### src/inc/exec_pkg.sv
// constants, opcode patterns and types for the byte-op / skip / branch execution block
package exec_pkg;
   localparam int DATA_W = 8;
   localparam int PC_W = 11;
   localparam int FADDR_W = 5;
   localparam int INSTR_W = 12;
   // field positions inside the instruction word and the status register
   localparam int DEST_BIT = 5;
   localparam int JUMP_MSB = 8;
   localparam int LIT_MSB = 7;
   localparam int STATUS_PAGE_HI = 6;
   localparam int STATUS_PAGE_LO = 5;
   // reset values
   localparam logic [10:0] PC_RESET = 11'h000;
   localparam logic [7:0] ACC_RESET = 8'h00;
   localparam logic ZERO_RESET = 1'b0;
   // opcode patterns and the masks that select their fixed bits
   localparam logic [11:0] MASK_FD = 12'hFC0;
   localparam logic [11:0] MASK_F = 12'hFE0;
   localparam logic [11:0] MASK_JUMP = 12'hE00;
   localparam logic [11:0] MASK_LIT = 12'hF00;
   localparam logic [11:0] OP_DEC_SKIP = 12'h2C0;
   localparam logic [11:0] OP_ADD_ONE = 12'h280;
   localparam logic [11:0] OP_ADD_SKIP = 12'h3C0;
   localparam logic [11:0] OP_JUMP = 12'hA00;
   localparam logic [11:0] OP_OR_IMM = 12'hD00;
   localparam logic [11:0] OP_OR_FILE = 12'h100;
   localparam logic [11:0] OP_STORE_ACC = 12'h020;
   localparam logic [11:0] OP_COPY_FILE = 12'h200;

   typedef enum logic [2:0] {
      ALU_PASS_F = 3'h0,
      ALU_DEC = 3'h1,
      ALU_INC = 3'h2,
      ALU_OR_F = 3'h3,
      ALU_OR_K = 3'h4,
      ALU_PASS_W = 3'h5
   } alu_op_type;

   typedef enum logic [1:0] {
      ST_EXEC = 2'b01,
      ST_FLUSH = 2'b10
   } state_type;
endpackage : exec_pkg

### src/inc/alu_if.sv
// operand and result bundle between the executer and its arithmetic unit
`timescale 1ns/100ps
interface alu_if;
   exec_pkg::alu_op_type op;
   logic [7:0] acc;
   logic [7:0] file_val;
   logic [7:0] literal;
   logic [7:0] result;
   logic zero;
   modport ctrl_side (output op, output acc, output file_val, output literal, input result, input zero);
   modport alu_side (input op, input acc, input file_val, input literal, output result, output zero);
endinterface : alu_if

### src/logic/alu_unit.sv
// eight-bit arithmetic and logic unit for the byte operations
`timescale 1ns/100ps
module alu_unit
(
   alu_if.alu_side bus // operands in, result and zero out
);
   // result selection per operation
   always_comb
   begin
      case (bus.op)
         exec_pkg::ALU_DEC: bus.result = bus.file_val - 8'h01;
         exec_pkg::ALU_INC: bus.result = bus.file_val + 8'h01;
         exec_pkg::ALU_OR_F: bus.result = bus.acc | bus.file_val;
         exec_pkg::ALU_OR_K: bus.result = bus.acc | bus.literal;
         exec_pkg::ALU_PASS_W: bus.result = bus.acc;
         default: bus.result = bus.file_val;
      endcase
   end

   // zero detect on the full eight bits
   assign bus.zero = (bus.result == 8'h00);
endmodule : alu_unit

### src/logic/byte_op_skip_branch_exec.sv
// execution of decrement/increment with skip, absolute jump, OR and moves
`timescale 1ns/100ps
module byte_op_skip_branch_exec
(
   input wire logic MCLK, // core clock, 40 MHz
   input wire logic RESET, // synchronous reset, active high
   input wire logic [11:0] INSTR, // instruction word executing this cycle
   input wire logic [7:0] STATUS_IN, // status register contents
   input wire logic [7:0] FILE_RDATA, // data of the addressed file register
   output logic [10:0] PC, // program counter, fetch address
   output logic [7:0] ACC, // accumulator
   output logic ZERO, // zero flag
   output logic [4:0] FILE_ADDR, // file register address
   output logic [7:0] FILE_WDATA, // file write data
   output logic FILE_WE, // file write strobe, one cycle
   output logic DISCARD // prefetched instruction being discarded
);
   alu_if alu_bus ();
   exec_pkg::state_type state;
   exec_pkg::state_type next_state;
   logic exec;
   logic is_dec_skip, is_add_one, is_add_skip, is_jump;
   logic is_or_imm, is_or_file, is_store, is_copy;
   logic dest_file;
   logic write_file, write_acc, update_zero, skip_req;
   logic [10:0] jump_target;

   alu_unit alu (
      .bus(alu_bus)
   );

   // a discarded slot executes as a no-op
   assign exec = (state == exec_pkg::ST_EXEC);
   assign dest_file = INSTR[exec_pkg::DEST_BIT];

   // opcode decode; unlisted opcodes belong to other logic and do nothing here
   assign is_dec_skip = exec && ((INSTR & exec_pkg::MASK_FD) == exec_pkg::OP_DEC_SKIP);
   assign is_add_one = exec && ((INSTR & exec_pkg::MASK_FD) == exec_pkg::OP_ADD_ONE);
   assign is_add_skip = exec && ((INSTR & exec_pkg::MASK_FD) == exec_pkg::OP_ADD_SKIP);
   assign is_jump = exec && ((INSTR & exec_pkg::MASK_JUMP) == exec_pkg::OP_JUMP);
   assign is_or_imm = exec && ((INSTR & exec_pkg::MASK_LIT) == exec_pkg::OP_OR_IMM);
   assign is_or_file = exec && ((INSTR & exec_pkg::MASK_FD) == exec_pkg::OP_OR_FILE);
   assign is_store = exec && ((INSTR & exec_pkg::MASK_F) == exec_pkg::OP_STORE_ACC);
   assign is_copy = exec && ((INSTR & exec_pkg::MASK_FD) == exec_pkg::OP_COPY_FILE);

   // operation select for the arithmetic unit
   always_comb
   begin
      if (is_dec_skip)
         alu_bus.op = exec_pkg::ALU_DEC;
      else if (is_add_one || is_add_skip)
         alu_bus.op = exec_pkg::ALU_INC;
      else if (is_or_file)
         alu_bus.op = exec_pkg::ALU_OR_F;
      else if (is_or_imm)
         alu_bus.op = exec_pkg::ALU_OR_K;
      else if (is_store)
         alu_bus.op = exec_pkg::ALU_PASS_W;
      else
         alu_bus.op = exec_pkg::ALU_PASS_F;
   end

   assign alu_bus.acc = ACC;
   assign alu_bus.file_val = FILE_RDATA;
   assign alu_bus.literal = INSTR[exec_pkg::LIT_MSB:0];

   // destinations and flag effects
   assign write_file = ((is_dec_skip || is_add_one || is_add_skip || is_or_file || is_copy) && dest_file)
      || is_store;
   assign write_acc = ((is_dec_skip || is_add_one || is_add_skip || is_or_file || is_copy) && !dest_file)
      || is_or_imm;
   assign update_zero = is_add_one || is_or_imm || is_or_file || is_copy;
   assign skip_req = (is_dec_skip || is_add_skip) && alu_bus.zero;

   // upper counter bits come from the page bits of status, not from the operand
   assign jump_target = {STATUS_IN[exec_pkg::STATUS_PAGE_HI:exec_pkg::STATUS_PAGE_LO],
      INSTR[exec_pkg::JUMP_MSB:0]};

   // file port: address straight from the operand field, any of 0..31
   assign FILE_ADDR = INSTR[4:0];
   assign FILE_WDATA = alu_bus.result;
   assign FILE_WE = write_file;
   assign DISCARD = (state == exec_pkg::ST_FLUSH);

   // one flush cycle after a taken skip or a jump
   always_comb
   begin
      case (state)
         exec_pkg::ST_EXEC:
            next_state = (skip_req || is_jump) ? exec_pkg::ST_FLUSH : exec_pkg::ST_EXEC;
         exec_pkg::ST_FLUSH:
            next_state = exec_pkg::ST_EXEC;
         default:
            next_state = exec_pkg::ST_EXEC;
      endcase
   end

   // state register
   always_ff @(posedge MCLK)
   begin
      if (RESET)
         state <= exec_pkg::ST_EXEC;
      else
         state <= next_state;
   end

   // program counter: jump loads target, otherwise step on every cycle
   always_ff @(posedge MCLK)
   begin
      if (RESET)
         PC <= exec_pkg::PC_RESET;
      else if (is_jump)
         PC <= jump_target;
      else
         PC <= PC + 11'h001;
   end

   // accumulator
   always_ff @(posedge MCLK)
   begin
      if (RESET)
         ACC <= exec_pkg::ACC_RESET;
      else if (write_acc)
         ACC <= alu_bus.result;
   end

   // zero flag; skip ops, jump and store leave it alone
   always_ff @(posedge MCLK)
   begin
      if (RESET)
         ZERO <= exec_pkg::ZERO_RESET;
      else if (update_zero)
         ZERO <= alu_bus.zero;
   end

   // checks
   a_dec_skip_flush: assert property (@(posedge MCLK) disable iff (RESET)
      is_dec_skip && alu_bus.zero |=> DISCARD ##1 !DISCARD)
      else $error("zero decrement did not discard one slot");
   a_dec_no_skip: assert property (@(posedge MCLK) disable iff (RESET)
      is_dec_skip && !alu_bus.zero |=> !DISCARD)
      else $error("nonzero decrement discarded a slot");
   a_dec_flags_kept: assert property (@(posedge MCLK) disable iff (RESET)
      is_dec_skip |=> $stable(ZERO))
      else $error("decrement-and-skip changed zero flag");
   a_dest_acc_write: assert property (@(posedge MCLK) disable iff (RESET)
      is_dec_skip && !dest_file |-> !FILE_WE ##1 ACC == $past(FILE_RDATA) - 8'h01)
      else $error("decrement result not in accumulator");
   a_dest_file_write: assert property (@(posedge MCLK) disable iff (RESET)
      is_add_skip && dest_file |-> FILE_WE && FILE_WDATA == FILE_RDATA + 8'h01 ##1 $stable(ACC))
      else $error("increment result not written back to file");
   a_inc_zero_flag: assert property (@(posedge MCLK) disable iff (RESET)
      is_add_one |=> ZERO == ($past(FILE_RDATA) == 8'hFF))
      else $error("increment zero flag wrong");
   a_add_skip_flush: assert property (@(posedge MCLK) disable iff (RESET)
      is_add_skip |=> DISCARD == ($past(FILE_RDATA) == 8'hFF))
      else $error("increment skip wrong");
   a_jump_target: assert property (@(posedge MCLK) disable iff (RESET)
      is_jump |=> PC == {$past(STATUS_IN[6:5]), $past(INSTR[8:0])} && $stable(ZERO))
      else $error("jump target or flags wrong");
   a_jump_two_cycle: assert property (@(posedge MCLK) disable iff (RESET)
      is_jump |=> DISCARD ##1 !DISCARD && PC == $past(PC) + 11'h001)
      else $error("jump not two cycles");
   a_or_imm_acc: assert property (@(posedge MCLK) disable iff (RESET)
      is_or_imm |=> ACC == ($past(ACC) | $past(INSTR[7:0])) && ZERO == (ACC == 8'h00))
      else $error("or-immediate result wrong");
   a_or_file_zero: assert property (@(posedge MCLK) disable iff (RESET)
      is_or_file |=> ZERO == (($past(ACC) | $past(FILE_RDATA)) == 8'h00))
      else $error("or-with-file zero flag wrong");
   a_store_acc_file: assert property (@(posedge MCLK) disable iff (RESET)
      is_store |-> FILE_WE && FILE_WDATA == ACC && FILE_ADDR == INSTR[4:0] ##1 $stable(ZERO))
      else $error("store-accumulator wrong");
   a_copy_zero_test: assert property (@(posedge MCLK) disable iff (RESET)
      is_copy && dest_file |-> FILE_WDATA == FILE_RDATA ##1 ZERO == ($past(FILE_RDATA) == 8'h00))
      else $error("copy-file zero test wrong");

   // discarded slot: no write, no flag or accumulator change, counter still steps
   a_flush_no_write: assert property (@(posedge MCLK) disable iff (RESET)
      DISCARD |-> !FILE_WE)
      else $error("discarded slot wrote the file space");
   a_flush_regs_kept: assert property (@(posedge MCLK) disable iff (RESET)
      DISCARD |=> $stable(ACC) && $stable(ZERO))
      else $error("discarded slot changed accumulator or zero flag");
   a_flush_one_slot: assert property (@(posedge MCLK) disable iff (RESET)
      DISCARD |=> !DISCARD)
      else $error("discard lasted more than one slot");
   a_flush_pc_step: assert property (@(posedge MCLK) disable iff (RESET)
      DISCARD |=> PC == $past(PC) + 11'h001)
      else $error("counter did not step over the discarded slot");

   // a jump only touches the counter
   a_jump_low_bits: assert property (@(posedge MCLK) disable iff (RESET)
      is_jump |=> PC[8:0] == $past(INSTR[8:0]))
      else $error("jump low counter bits wrong");
   a_jump_no_write: assert property (@(posedge MCLK) disable iff (RESET)
      is_jump |-> !FILE_WE ##1 $stable(ACC))
      else $error("jump wrote data");

   // destination routing per operation
   a_inc_acc_write: assert property (@(posedge MCLK) disable iff (RESET)
      is_add_one && !dest_file |-> !FILE_WE ##1 ACC == $past(FILE_RDATA) + 8'h01)
      else $error("increment result not in accumulator");
   a_inc_file_write: assert property (@(posedge MCLK) disable iff (RESET)
      is_add_one && dest_file |-> FILE_WE && FILE_WDATA == FILE_RDATA + 8'h01 ##1 $stable(ACC))
      else $error("increment result not written back to file");
   a_dec_file_write: assert property (@(posedge MCLK) disable iff (RESET)
      is_dec_skip && dest_file |-> FILE_WE && FILE_WDATA == FILE_RDATA - 8'h01 ##1 $stable(ACC))
      else $error("decrement result not written back to file");
   a_or_file_write: assert property (@(posedge MCLK) disable iff (RESET)
      is_or_file && dest_file |-> FILE_WE && FILE_WDATA == (ACC | FILE_RDATA) ##1 $stable(ACC))
      else $error("or-with-file result not written back to file");
   a_or_file_acc: assert property (@(posedge MCLK) disable iff (RESET)
      is_or_file && !dest_file |-> !FILE_WE ##1 ACC == ($past(ACC) | $past(FILE_RDATA)))
      else $error("or-with-file result not in accumulator");
   a_or_imm_no_write: assert property (@(posedge MCLK) disable iff (RESET)
      is_or_imm |-> !FILE_WE)
      else $error("or-immediate wrote the file space");
   a_store_acc_kept: assert property (@(posedge MCLK) disable iff (RESET)
      is_store |=> $stable(ACC))
      else $error("store-accumulator changed the accumulator");
   a_copy_acc_load: assert property (@(posedge MCLK) disable iff (RESET)
      is_copy && !dest_file |-> !FILE_WE ##1 ACC == $past(FILE_RDATA) && ZERO == ($past(FILE_RDATA) == 8'h00))
      else $error("copy-file to accumulator wrong");
endmodule : byte_op_skip_branch_exec

### config.mk
export PLATFORM = sky130hd
export DESIGN_NAME = byte_op_skip_branch_exec
export DESIGN_NICKNAME = d
export VERILOG_FILES = /design/src/inc/exec_pkg.sv /design/src/inc/alu_if.sv /design/src/logic/alu_unit.sv /design/src/logic/byte_op_skip_branch_exec.sv
export SDC_FILE = /design/constraint.sdc
export NUM_CORES = 1
export LEC_CHECK = 0
export ABC_CLOCK_PERIOD_IN_PS = 8850
export BUFFER_PORTS_ARGS = -buffer_cell sky130_fd_sc_hd__buf_2
export CAP_MARGIN = 20
export CORE_ASPECT_RATIO = 1.25
export CORE_MARGIN = 3
export CORE_UTILIZATION = 48
export DETAILED_ROUTE_END_ITERATION = 8
export MAX_ROUTING_LAYER = met4
export PLACE_DENSITY = 0.75
export SYNTH_ARGS = -nofsm -noshare
export SYNTH_HDL_FRONTEND = slang
export SYNTH_SLANG_ARGS = --single-unit
### constraint.sdc
create_clock -name MCLK -period 8.85 [get_ports MCLK]
set_input_delay 2.655 -clock MCLK [delete_from_list [all_inputs] [get_ports MCLK]]
set_output_delay 2.655 -clock MCLK [all_outputs]
set_load 0.005 [all_outputs]
## After elaboration in Yosys (flattened, before gate mapping)

Index checks and enable logic that the tools add are counted.

| cells by class | value |
|---|---|
| multiplexer cells | 8 |
| reduce and logical (&&, ||, !) cells | 26 |
| bitwise logic cells | 3 |
| eq/ne operators | 15 |
| add/subtract/negate cells | 3 |

Operators by type and width:

| operator | count |
|---|---|
| $pmux 8 s5 | 1 |
| $eq 6x4->1 const B | 4 |
| $or 8x8->8 | 2 |
| $mux 3 | 5 |
| $logic_or 1x1->1 | 12 |
| $add 11x1->11 const B | 1 |
| $logic_and 1x1->1 | 11 |
| $mux 11 | 1 |
| $eq 3x3->1 const B | 3 |
| $add 8x1->8 const B | 1 |
| $logic_not 8->1 | 1 |
| $sub 8x1->8 const B | 1 |
| $eq 7x1->1 const B | 1 |
| $eq 3x2->1 const B | 2 |
| $eq 6x3->1 const B | 1 |
| $eq 4x4->1 const B | 1 |
| $eq 3x1->1 const B | 1 |
| $eq 2x1->1 const B | 1 |
| $eq 2x2->1 const B | 1 |
| $mux 2 | 1 |
| $reduce_or 2->1 | 1 |
| $logic_not 1->1 | 1 |
| $not 1->1 | 1 |

| word-level totals | value |
|---|---|
| flip-flop bits (word level) | 22 |
| word-level logic and storage cells | 59 |
| input port bits | 30 |

## Logic depth before layout (Yosys ltp)

| depth | value |
|---|---|
| depth in word-level cells | 13 |
| mapped depth | 12 |

## By module

Synthesis repeated with hierarchy kept, for this count alone.

| second synthesis, totals | value |
|---|---|
| cell total of the unflattened synthesis | 256 |
| area total of the unflattened synthesis | 1999.4 um2 |

By module, submodules not included:

| module | cells an instance | instances | area an instance (um2) | sequential area each (um2) |
|---|---|---|---|---|
| byte_op_skip_branch_exec | 143 | 1 | 1202.4 | 440.4 |
| alu_unit | 113 | 1 | 797.0 | 0.0 |

## Least setup slack after synthesis

Ideal clock, no wire load.

| timing path | value |
|---|---|
| path type | input -> output |
| start | in INSTR[11] |
| end | out FILE_WDATA[7] |
| path buffers | 0 |
| stages | 11 |
| arrival | 5673 ps |
| setup slack | 522 ps |
| path through | or4b_4 > nor4_1 > inv_1 > ha_1 > and3_1 > a221o_1 > o41ai_1 > xnor2_1 > mux2i_1 > a21o_1 > or2_2 |

| on the way | value |
|---|---|
| longest elaborated chain between the ends | 9 |

RTL lines:

| item | RTL line | RTL |
|---|---|---|
| from (decl) | byte_op_skip_branch_exec.sv:7 | `input wire logic [11:0] INSTR,` |
| $eq 7x1->1 | byte_op_skip_branch_exec.sv:43 | `assign is_store = exec && ((INSTR & exec_pkg::MASK_F) == exec_pkg::OP_STORE_ACC);` |
| $logic_and 1x1->1 | byte_op_skip_branch_exec.sv:43 |  |
| $mux 3 | byte_op_skip_branch_exec.sv:57 | `else if (is_store)` |
| $mux 3 | byte_op_skip_branch_exec.sv:55 | `else if (is_or_imm)` |
| $mux 3 | byte_op_skip_branch_exec.sv:53 | `else if (is_or_file)` |
| $mux 3 | byte_op_skip_branch_exec.sv:51 | `else if (is_add_one \|\| is_add_skip)` |
| $mux 3 * | byte_op_skip_branch_exec.sv:49 | `if (is_dec_skip)` |
| $eq 3x3->1, or another cell as far along | alu_unit.sv:10 | `case (bus.op)` |
| $pmux 8 s5 * | alu_unit.sv:10 |  |
| to (decl) | byte_op_skip_branch_exec.sv:14 | `output logic [7:0] FILE_WDATA,` |

Mark *: on every way between the ends. The rest lies on a longest branch, timed or not.

## Final worst setup path

Same ends and word-level chain as after synthesis.

==> impl_metrics.csv <==
group,metric,value,unit
status,status,"finished clean",
placed_design,placed_area,0.00190,sq mm
critical_path,r2r_slack,5070,ps
sta,timing_hold_violations_final,0,
drt,firstDrtPassIters,4,
placed_design,io_buffers,58,
synth,yosys-top-cells-count,"34 x nor2_1, 22 x dfxtp_1, 13 x a21oi_1",
drt,drtIter0Drc,87,
sta,grt_setup_unrepaired,"no",
sta,post-route-period-util,0.971,
finish,final_util,0.615,
floorplan,die_x,58.0,microns
drt,num_vias,1683,
critical_path,max_stage_delay,550,ps
synth,synth-async-reset-ratio,0,
finish,area_growth,22.0,%
synth,yosys.area_share.simple,0.275,
synth,synth_top_area_cell,"dfxtp_1",
drt,route.antenna.remaining_nets,0,
sta,fmax,0.116,GHz
sta,tns,0,ps
clock_tree,clockBufferDepth,2,
sta,tightest_slew,863,ps
placed_design,post-place-ws,166,ps
synth,ys_ff_latch,22,
synth,yosysMostFrequentCell,"nor2_1",
synth,syn-num-nets,245,
drt,avgRoutedWirePerCell,13.8,microns
drt,routed_wirelength,4.08,mm
critical_path,cp_slowest_cell,"or4b_4",
synth,seq_area_frac_synth,0.271,
synth,synthMuxAreaShare,0.0123,
clock_tree,cts_root_buf,"clkbuf_8",
min_path,holdCritPathClass,"register to register",
finish,drive_gt1_frac,0.267,
power_and_ir_drop,p_leak,0.924,nW
grt,grt_pass1_wl,6.62,mm
clock_tree,h-tree-depth,1,
synth,synthXorXnorAreaFrac,0.0809,
critical_path,worstPathCellList,"buf_2, or4b_4, nor4_1, buf_4, inv_1, ha_1, and3_1, a221o_1, o41ai_2, xnor2_1, mux2i_1, a21o_1, or2_2, buf_2",
finish,fin_cells,295,
power_and_ir_drop,power_density,135,mW/mm^2
finish,final_nets,297,
synth,yosysTopAreaCellShare,0.271,
grt,track_usage,0.204,
synth,synth.top_cells.by_area,"dfxtp_1 27%, nor2_1 7.9%, ha_1 5.4%",
critical_path,cp_common_cell,"buf_2",
synth,synth_cell_types,49,
drt,route.met3.wl,221,microns
grt,grt_pass1_vias,1533,
sta,drv_slew,0,
synth,synth_top_family_by_area,"simple AND/OR/NAND/NOR gates",
clock_tree,clk_pin_slew,80,ps
floorplan,coreArea,0.00322,sq mm
grt,grt_max_degree,23,
power_and_ir_drop,ir_drop,0.109,mV
sta,fin_skew,8.83,ps
placed_design,place_inst,291,
sta,hold_ws,482,ps
placed_design,hpwlAfterDp,3.23,mm
critical_path,worst_ep_required_time,6200,ps
drt,wl_met2,1.97,mm
synth,synth_edf_count,0,
drt,top_layer,"met4",
synth,mappedNetlistArea,0.00162,sq mm
placed_design,gp_congestion,0.842,
grt,overflow,0,
synth,yosysWarningCount,0,
floorplan,dieArea,0.00412,sq mm
sta,worst_slack,258,ps
clock_tree,cts_buffers,3,
synth,synth_fa_ha_area_frac,0.0663,
drt,m1WireLength,1.82,mm
finish,diodes,0,
critical_path,critPathKind,"primary input to output pin",
clock_tree,ctsHoldBuffers,0,
floorplan,start_util,0.504,
synth,ys.flop_type,"dfxtp_1",
power_and_ir_drop,power.total,0.268,mW
synth,syn_inst,207,
sta,relSlewSlack,0.421,
floorplan,die_h,71.0,microns
floorplan,rows,23,
floorplan,ios,65,
critical_path,critPathCaptureType,"output pin",
grt,antenna_found_initial,0,
sta,finalCriticalPeriod,8590,ps
flow_run,maxCapViolCount,0,
synth,syn_avg_cell_area,7.85,sq um
clock_tree,cts.sinks,22,
clock_tree,cts_tree,"built",
sta,setup_viol,0,
drt,viasPerCell,5.71,
drt,drc_errors,0,
critical_path,cp_max_fo,5,
critical_path,cp-start-kind,"primary input",
synth,synth_compound_area_frac,0.224,
clock_tree,clk_latency,270,ps
clock_tree,postCtsSetupRepairBufs,0,
finish,final_area,0.00198,sq mm
critical_path,critPathArrivalTime,5940,ps
==> report_power, final <==
part | switching [mW] | internal (mW) | total [mW] | leakage, nW
registers | 0.00484 | 0.104 | 0.109 | 0.180
logic | 0.0336 | 0.0294 | 0.0631 | 0.709
clock network | 0.0352 | 0.0605 | 0.0957 | 0.0357
==> critical path, delay by kind of cell <==
family	cells	cell delay, ps
simple gates	4	1330
compound gates	3	800
buf+inv	4	510
fa+ha+maj	1	340
xor+xnor	1	180
mux	1	120
==> metal layers <==
layer  vias up  GRT usage
li1        853          -
met1       771      0.251
met2        51      0.335
met3         8     0.0182
met4         0     0.0902
met5         -          -
==> cell type report <==
cell class	instances	area (sq um)
repair buffers	61	313
multi-input cells	162	1080
clock inverters	1	30.0
flip-flops and latches	22	440
fillers	317	1240
inverters	9	33.8
well taps	37	46.3
clock buffers	3	41.3
==> state kept, by name (all words and copies together) (netlist names) <==
name,flops
ZERO,1
ACC,8
state,2
PC,11
==> final timing paths <==
kind | depth (start not counted) | from | endpoint
max | 14 | INSTR[11] | FILE_WDATA[7]
min | 2 | ZERO$_SDFFE_PP0P_ | ZERO$_SDFFE_PP0P_
max reg2reg | 12 | state[0]$_SDFF_PP1_ | ZERO$_SDFFE_PP0P_
min reg2reg | 2 | ZERO$_SDFFE_PP0P_ | ZERO$_SDFFE_PP0P_
==> kinds of logic after synthesis <==
logic type	after synthesis
and+or+nand+nor	88
DFF	22
AOI/OAI and AO/OA	49
adders and majority gates	8
buffers and inverters	23
muxes	2
xor gates and xnor gates	15
==> cells in the final DEF (no fill, tap or decap), types with 3 or more instances in the layout <==
cell      instances
nor2_1           34
a21o_1            5
buf_2            58
a211oi_1         11
dfxtp_1          22
nand2b_1          5
inv_1             9
and3_1            4
nand3_1           7
nand2_1           9
a21oi_1          13
xnor2_1           8
nor2b_1           4
a221oi_1          3
clkbuf_8          3
nor3_1            8
ha_1              7
xor2_1            7
buf_4             3
==> timing repair <==
action	in CTS	in global routing
resized for setup	0	1
hold endpoints to repair	0	0
endpoints found under the setup margin	0	1
(Power assumes the default switching activity.)
